<file path="config.mk">
export PLATFORM = sky130hd
export DESIGN_NAME = dft_deadman_timer
export DESIGN_NICKNAME = d
export VERILOG_FILES = /design/src/dft_pkg.sv /design/src/dft_deadman_timer.sv
export VERILOG_INCLUDE_DIRS = /design/src
export SDC_FILE = /design/constraint.sdc
export NUM_CORES = 1
export LEC_CHECK = 0
export ABC_AREA = 1
export BUFFER_PORTS_ARGS = -buffer_cell sky130_fd_sc_hd__buf_2
export CORE_MARGIN = 2
export CORE_UTILIZATION = 55
export CTS_CLUSTER_SIZE = 20
export DETAILED_ROUTE_END_ITERATION = 8
export GPL_TIMING_DRIVEN = 0
export PLACE_DENSITY = 0.85
export SYNTH_ARGS = -nofsm -noshare
export SYNTH_HDL_FRONTEND = slang
export SYNTH_SLANG_ARGS = --single-unit
</file>
<file path="constraint.sdc">
create_clock -name i_clk -period 3.55 [get_ports i_clk]
set_input_delay 0.5325 -clock i_clk [delete_from_list [all_inputs] [get_ports i_clk]]
set_output_delay 0.5325 -clock i_clk [all_outputs]
set_load 0.1 [all_outputs]
</file>
<file path="src/dft_consts.svh">
// register offsets, field positions, keys and reset values
`ifndef DFT_CONSTS_SVH
`define DFT_CONSTS_SVH
`define DFT_OFF_CTRL 8'h00
`define DFT_OFF_PRECLR 8'h04
`define DFT_OFF_CLR 8'h08
`define DFT_OFF_STAT 8'h0C
`define DFT_OFF_CNTL 8'h10
`define DFT_OFF_CNTH 8'h14
`define DFT_OFF_LIML 8'h18
`define DFT_OFF_LIMH 8'h1C
`define DFT_OFF_IVL 8'h20
`define DFT_OFF_IVH 8'h24
`define DFT_OFF_HOLD 8'h28
`define DFT_CTRL_ON_BIT 15
`define DFT_ST_FIRST_KEY_BAD_FLAG_BIT 7
`define DFT_ST_SECOND_KEY_BAD_FLAG_BIT 6
`define DFT_ST_EVT_BIT 5
`define DFT_ST_WIN_BIT 0
`define DFT_FIRST_KEY 8'h40
`define DFT_SECOND_KEY 8'h08
`define DFT_KEY_RST 8'h00
`define DFT_CNT_RST 32'h0000_0000
`define DFT_HOLD_RST 16'h0000
`define DFT_UNMAPPED 16'h0000
`endif

</file>
<file path="src/dft_pkg.sv">
// types of the deadman fetch timer
package dft_pkg;
  // progress of the two-step clear sequence
  typedef enum logic [0:0] {
    DFT_KEY_IDLE = 1'b0,
    DFT_KEY_ARMED = 1'b1
  } dft_key_t;

  // whole state of the timer block
  typedef struct packed {
    logic ctrl_on;
    dft_key_t stage;
    logic [7:0] first_key;
    logic [7:0] second_key;
    logic first_key_bad_flag;
    logic second_key_bad_flag;
    logic evt;
    logic win;
    logic [31:0] cnt;
    logic [15:0] hold;
    logic [31:0] limit;
    logic [31:0] intv;
    logic ack;
    logic [15:0] rdat;
  } dft_state_t;
endpackage

</file>
<file path="src/dft_deadman_timer.sv">
// deadman fetch timer with a classic wishbone register slave
`timescale 1ns/1ps
`include "dft_consts.svh"
module dft_deadman_timer (
  // clock and reset
  input wire logic i_clk,
  input wire logic i_rst_n,
  // wishbone slave
  input wire logic i_wb_cyc,
  input wire logic i_wb_stb,
  input wire logic i_wb_we,
  input wire logic [7:0] i_wb_adr,
  input wire logic [3:0] i_wb_sel,
  input wire logic [31:0] i_wb_dat,
  output logic [31:0] o_wb_dat,
  output logic o_wb_ack,
  // processor side
  input wire logic i_fetch,
  output logic o_timer_event_irq,
  // fuse words
  input wire logic i_fuse_timer_disable,
  input wire logic i_fuse_timer_enable,
  input wire logic [15:0] i_count_limit_fuse_low,
  input wire logic [15:0] i_count_limit_fuse_high,
  input wire logic [15:0] i_window_interval_fuse_low,
  input wire logic [15:0] i_window_interval_fuse_high
);

  dft_pkg::dft_state_t st_ff;
  dft_pkg::dft_state_t nxt_st;

  logic req;
  logic wr_go;
  logic rd_go;
  logic run;
  logic match;
  logic pre_wr;
  logic clr_wr;
  logic key1_bad;
  logic key2_bad;
  logic clr_ok;
  logic rd_cnt;

  // true when the byte address selects a register
  function automatic logic hit(input logic [7:0] adr,
                               input logic [7:0] off);
    hit = (adr == off);
  endfunction

  // read multiplexer, unmapped words read as zero
  function automatic logic [15:0] rd_word(
      input logic [7:0] adr, input dft_pkg::dft_state_t s);
    logic [15:0] w;
    w = `DFT_UNMAPPED;
    if (hit(adr, `DFT_OFF_CTRL)) begin
      w[`DFT_CTRL_ON_BIT] = s.ctrl_on;
    end else if (hit(adr, `DFT_OFF_PRECLR)) begin
      w[15:8] = s.first_key;
    end else if (hit(adr, `DFT_OFF_CLR)) begin
      w[7:0] = s.second_key;
    end else if (hit(adr, `DFT_OFF_STAT)) begin
      w[`DFT_ST_FIRST_KEY_BAD_FLAG_BIT] = s.first_key_bad_flag;
      w[`DFT_ST_SECOND_KEY_BAD_FLAG_BIT] = s.second_key_bad_flag;
      w[`DFT_ST_EVT_BIT] = s.evt;
      w[`DFT_ST_WIN_BIT] = s.win;
    end else if (hit(adr, `DFT_OFF_CNTL)) begin
      w = s.cnt[15:0];
    end else if (hit(adr, `DFT_OFF_CNTH)) begin
      w = s.cnt[31:16];
    end else if (hit(adr, `DFT_OFF_LIML)) begin
      w = s.limit[15:0];
    end else if (hit(adr, `DFT_OFF_LIMH)) begin
      w = s.limit[31:16];
    end else if (hit(adr, `DFT_OFF_IVL)) begin
      w = s.intv[15:0];
    end else if (hit(adr, `DFT_OFF_IVH)) begin
      w = s.intv[31:16];
    end else if (hit(adr, `DFT_OFF_HOLD)) begin
      w = s.hold;
    end
    rd_word = w;
  endfunction

  // bus strobes: data latched as ack rises, writes land as ack is seen
  assign req = i_wb_cyc & i_wb_stb;
  assign rd_go = req & ~i_wb_we & ~st_ff.ack;
  assign wr_go = req & i_wb_we & st_ff.ack;

  // fuse disable overrides both enables
  assign run = ~i_fuse_timer_disable &
               (i_fuse_timer_enable | st_ff.ctrl_on);
  assign match = (st_ff.cnt == st_ff.limit);

  // key writes only count when their byte lane is selected
  assign pre_wr = wr_go & hit(i_wb_adr, `DFT_OFF_PRECLR) & i_wb_sel[1];
  assign clr_wr = wr_go & hit(i_wb_adr, `DFT_OFF_CLR) & i_wb_sel[0];
  assign key1_bad = pre_wr & (i_wb_dat[15:8] != `DFT_FIRST_KEY);
  assign clr_ok = clr_wr & (st_ff.stage == dft_pkg::DFT_KEY_ARMED) &
                  (i_wb_dat[7:0] == `DFT_SECOND_KEY);
  assign key2_bad = clr_wr & ~clr_ok;
  assign rd_cnt = rd_go & (hit(i_wb_adr, `DFT_OFF_CNTL) |
                           hit(i_wb_adr, `DFT_OFF_CNTH));

  // next state of the whole block
  always_comb begin
    nxt_st = st_ff;
    nxt_st.ack = req & ~st_ff.ack;
    if (rd_go) begin
      nxt_st.rdat = rd_word(i_wb_adr, st_ff);
    end
    // hold tracks the upper half only when a half is read
    if (rd_cnt) begin
      nxt_st.hold = st_ff.cnt[31:16];
    end
    // control: only bit 15 is stored, the rest is dropped
    if (wr_go & hit(i_wb_adr, `DFT_OFF_CTRL) & i_wb_sel[1]) begin
      nxt_st.ctrl_on = i_wb_dat[`DFT_CTRL_ON_BIT];
    end
    // counting stops at the match so the event cannot be skipped
    if (run & i_fetch & ~match & ~st_ff.evt) begin
      nxt_st.cnt = st_ff.cnt + 32'h0000_0001;
    end
    // window opens once the interval has been reached
    if (run & (st_ff.cnt >= st_ff.intv) & ~st_ff.evt) begin
      nxt_st.win = 1'b1;
    end
    // first step of the clear sequence
    if (pre_wr) begin
      nxt_st.first_key = i_wb_dat[15:8];
      nxt_st.stage = key1_bad ? dft_pkg::DFT_KEY_IDLE
                              : dft_pkg::DFT_KEY_ARMED;
    end
    // wrong second key keeps the first and captures the new byte
    if (key2_bad) begin
      nxt_st.second_key = i_wb_dat[7:0];
    end
    // timer reset event wipes counter, keys and hardware flags
    if (clr_ok) begin
      nxt_st.cnt = `DFT_CNT_RST;
      nxt_st.first_key = `DFT_KEY_RST;
      nxt_st.second_key = `DFT_KEY_RST;
      nxt_st.stage = dft_pkg::DFT_KEY_IDLE;
      nxt_st.first_key_bad_flag = 1'b0;
      nxt_st.second_key_bad_flag = 1'b0;
      nxt_st.evt = 1'b0;
      nxt_st.win = 1'b0;
    end
    // flag sets come last; a same-cycle clear still beats the match event
    if (key1_bad) begin
      nxt_st.first_key_bad_flag = 1'b1;
      nxt_st.evt = 1'b1;
    end
    if (key2_bad) begin
      nxt_st.second_key_bad_flag = 1'b1;
      nxt_st.evt = 1'b1;
    end
    if (run & match & ~clr_ok) begin
      nxt_st.evt = 1'b1;
      nxt_st.win = 1'b0;
    end
  end

  // state register; fuse words are captured while reset is held
  always_ff @(posedge i_clk) begin
    if (!i_rst_n) begin
      st_ff <= '0;
      st_ff.cnt <= `DFT_CNT_RST;
      st_ff.hold <= `DFT_HOLD_RST;
      st_ff.limit <= {i_count_limit_fuse_high,
                      i_count_limit_fuse_low};
      st_ff.intv <= {i_window_interval_fuse_high,
                     i_window_interval_fuse_low};
    end else begin
      st_ff <= nxt_st;
    end
  end

  // outputs come straight from the state flops
  assign o_wb_ack = st_ff.ack;
  assign o_wb_dat = {16'h0000, st_ff.rdat};
  assign o_timer_event_irq = st_ff.evt;
endmodule

</file>
### Word-level counts from Yosys, hierarchy flattened

Cells that the tools add are included.

* bits in registers: 151
* input port bits: 116
* output and inout port bits: 34
* logic and storage cells: 94

* add/subtract/negate cells: 1
* magnitude comparators: 1
* equality and inequality tests: 13
* muxes and demuxes: 25
* bitwise logic cells: 34
* reduce and logical (&&, ||, !) cells: 6

Operators with widths (count)
* 2-to-1 mux 16 bit: 7
* 2-to-1 mux 8 bit: 5
* 2-to-1 mux 36 bit: 1
* adder 32 x 1 -> 32 bit (second input constant): 1
* equality test 32 bit: 1
* equality test 8 x 5 -> 1 bit (second input constant): 4
* greater-or-equal comparator 32 bit: 1
* 2-to-1 mux 32 bit: 1
* AND 1 bit: 25
* equality test 8 x 4 -> 1 bit (second input constant): 3
* equality test 8 x 6 -> 1 bit (second input constant): 3
* 2-to-1 mux 15 bit: 1
* equality test 8 x 3 -> 1 bit (second input constant): 1
* zero test 8 bit: 1
* != test 8 x 7 -> 1 bit (second input constant): 1
* NOT 1 bit: 7
* 2-to-1 mux 1 bit: 6
* 2-to-1 mux 2 bit: 2
* 2-to-1 mux 4 bit: 1
* nonzero test 2 bit: 2
* nonzero test 4 bit: 1
* 2-to-1 mux 3 bit: 1
* OR reduction 3 bit: 1
* bitwise OR 1 bit: 2
* OR reduction 2 bit: 1

### Longest topological paths before layout

* depth after elaboration: 12
* depth in mapped cells: 14
* gate-level depth less buffers: 13

### Worst setup path before layout

OpenSTA, ideal clock, no wires.

* path type: input -> register
* from: in i_rst_n
* to: reg st_ff, in the netlist nxt_st[17], enable pin
* setup time: 453 ps
* arrival: 2800 ps
* required time: 3097 ps
* setup slack: 296 ps
* stages on the path: 3
* path buffers: 2
* path through: clkbuf_1 -> clkinv_1 -> clkbuf_1

RTL lines
* from (decl): line dft_deadman_timer.sv:7 `input wire logic i_rst_n,`
* to (signal assigned): line dft_deadman_timer.sv:174 `st_ff <= nxt_st;`
* to (decl): line dft_deadman_timer.sv:29 `dft_pkg::dft_state_t st_ff;`

No word-level cell between the ends.

### Worst setup path after layout

* from: in i_rst_n
* to: reg st_ff, in the netlist nxt_st[64], enable pin

No word-level cell between the ends.

==> run metrics <==
synth top area cells=edfxtp_1 22%, dfxtp_1 20%, nand2_1 14%; HPWL Detailed=21400 um; number of H-tree levels=4; Crit Path Class=in2reg; io pins=150; vias per cell=5.41; Overflow after GRT=0; Startpoint Class=input pin; crit share post-route=around 64%; share of layout cells above drive strength 1=21.6%; Post-synth EDFFs=64; post-synthesis area per instance=7.89 sq um; worst reg2reg startpoint=st_ff[128]; worst vdd ir=413 uV; Hold Vio Cnt, Final=0; status=finished clean; normalized max-slew margin=57.9%; total routed wirelength=28200 um; sequential share of the synthesized area=41.4%; die width=131 um; Cell Area, Synth=0.00885 sq mm; CTS Buf Count=17; Hold Path Origin=i_window_interval_fuse_low[15]; Yosys Warn Count=0; reg2reg end=st_ff[97]; clock slew at reported path FFs=80 ps; leakage power=4.69 nW; global-route wire length before repair=~42000 um; Row Count=46; largest net degree at the start of global routing=40; Die Span Y=131 um; setup bufs post-CTS=0; area leader, netlist=edfxtp_1; Max-Cap Viols=0; final non-filler cell total=1501; Least-Margin Pin Slew=631 ps; pre-CTS WS=between 800 and 900 ps; Core Box Area=approximately 0.016 sq mm; share of the synthesized area in the top cell type=a little over a fifth; Tot GR Track Use=33.7%; Worst Path Max Fanout=39; GP Congestion=1.01; Fin Hold WS=264 ps; share of flip-flops with an asynchronous set or reset=0%; drt initial violations=974; unrepaired setup endpoints after global routing=false; Clock Latency Late Sink=440 ps; placed cells=1469; Clock Tree Root=clkbuf_16; vias in the first global route=7519; final count of negative-setup-slack endpoints=0; area post-placement=0.00978 sq mm; # DRC=0; port buffer count=115; drt wl/cell=18.8 um; TritonCTS clock tree=built; Hold Buf Count CTS=0; diode count=0; worst hold path type=in2reg; Final Max Tran Viols=0; fin worst setup slack=1280 ps; final core occ=65.4%; post-CTS resize count=0; initial core utilization=a little under three fifths; worst endpoint data arrival time=2440 ps; Seq cells post-synth=151; Synth Flop Type=dfxtp_1; clock sinks=151; Setup crit end kind=register; R2R cell count=11; Cell variety after synth=50; initial antenna violation count=0; Worst Skew=16.3 ps; min cycle time layout=roughly 2300 ps; final instance area=slightly above 0.01 sq mm; DR vias=8127; Max clock buf depth=2; Power per Cell Area=394 mW/mm^2; Hold Crit Endpoint=nxt_st[32]; NumNets Final=between 1000 and 1500; Pre-Repair DR Iteration Count=6; post-route ant nets=0; Area Overhead vs Synth=16.9%; DIE AREA=0.0171 sq mm; Critical Path RT=roughly 3700 ps; hold depth=1; Max Clk Rate=441 MHz; Cells after Synth=1122; FF-to-FF setup slack=about 1300 ps
cell usage after synthesis, drive strengths merged (3+ instances only):
| library cell | instances |
|---|---|
| nand3 | 40 |
| buf | 63 |
| a211oi | 5 |
| edfxtp | 64 |
| nand3b | 5 |
| clkinv | 3 |
| a21oi | 100 |
| xor2 | 24 |
| clkbuf | 8 |
| o211ai | 4 |
| o21ai | 39 |
| inv | 104 |
| ha | 33 |
| nor3 | 20 |
| nand4 | 19 |
| o221a | 3 |
| nor4 | 7 |
| nor2 | 111 |
| dfxtp | 87 |
| xnor2 | 33 |
| o22ai | 3 |
| nand2 | 334 |
| or2 | 6 |
how the worst max path moves through the flow:
stage,from,cells past startpoint,endpoint
after floorplan,i_rst_n,3,nxt_st[17]
after global placement,i_rst_n,4,nxt_st[32]
after detailed placement,i_rst_n,5,nxt_st[32]
after CTS,i_rst_n,5,nxt_st[18]
after global routing,i_rst_n,5,nxt_st[64]
final,i_rst_n,5,nxt_st[64]
power breakdown:
group	total (W)	internal, W	switching [W]
clock	0.00177	0.000944	0.000821
sequential	0.00194	0.00188	0.0000632
combinational	0.000370	0.000120	0.000249
stage by stage:
| stage | power [W] | setup TNS [ps] |
|---|---|---|
| 6_report | 0.00408 | 0 |
| 5_1_grt | 0.00418 | 0 |
| 4_1_cts | 0.00407 | 0 |
| 3_5_place_dp | 0.00234 | 0 |
| 3_3_place_gp | 0.00233 | -64600 |
| 2_1_floorplan | 0.00219 | 0 |
area by class of cell:
| class | count | area, sq um |
|---|---|---|
| fill | 1369 | 5480 |
| timing repair buffer | 116 | 596 |
| multi-input combinational | 808 | 4290 |
| inverter | 107 | 413 |
| buffer | 71 | 552 |
| sequential | 151 | 3660 |
| tap | 216 | 270 |
| clock buffer | 18 | 439 |
| clock inverter | 14 | 131 |
cell usage in the layout (no fill, tap or decap), types with 24 or more instances in the layout:
| cell | synthesis | final |
|---|---|---|
| nand2_1 | 319 | 319 |
| buf_2 | 8 | 123 |
| nor2_1 | 99 | 99 |
| a21oi_1 | 99 | 99 |
| dfxtp_1 | 87 | 87 |
| inv_1 | 84 | 84 |
| edfxtp_1 | 64 | 64 |
| buf_4 | 39 | 39 |
| nand3_1 | 38 | 38 |
| xnor2_1 | 33 | 33 |
| ha_1 | 33 | 33 |
| o21ai_0 | 30 | 30 |
| xor2_1 | 24 | 24 |
routing by layer:
layer | wire length [um] | vias to the layer above | GRT usage, %
li1 | - | 3908 | -
met1 | 11800 | 3695 | 46.2
met2 | 12300 | 453 | 51.2
met3 | 3020 | 71 | 8.31
met4 | 1120 | 0 | 14.5
met5 | 0 | - | 0
worst max-delay path, stage by stage:
cell and delay (ps):
buf_2 150, clkbuf_1 510, clkinv_1 470, clkbuf_4 460, buf_12 280
state kept, by name, summed over array words and instances (netlist names):
name               cells
o_wb_ack               1
st_ff                 69
o_timer_event_irq      1
o_wb_dat              16
nxt_st                64
kinds of logic (layout without fill, tap and decap cells):
kind of cell	count (synthesis)	after routing	share of synthesized area, %
AND/OR/NAND/NOR	546	546	27.9
AO/OA/AOI/OAI	156	156	9.53
XOR/XNOR	57	57	5.64
other	1	16	0.0424
adder cells (fa/ha/maj)	33	33	4.66
flip-flops	151	151	41.4
buffers and inverters	178	326	10.9
Power figures use the tool's default switching activity.
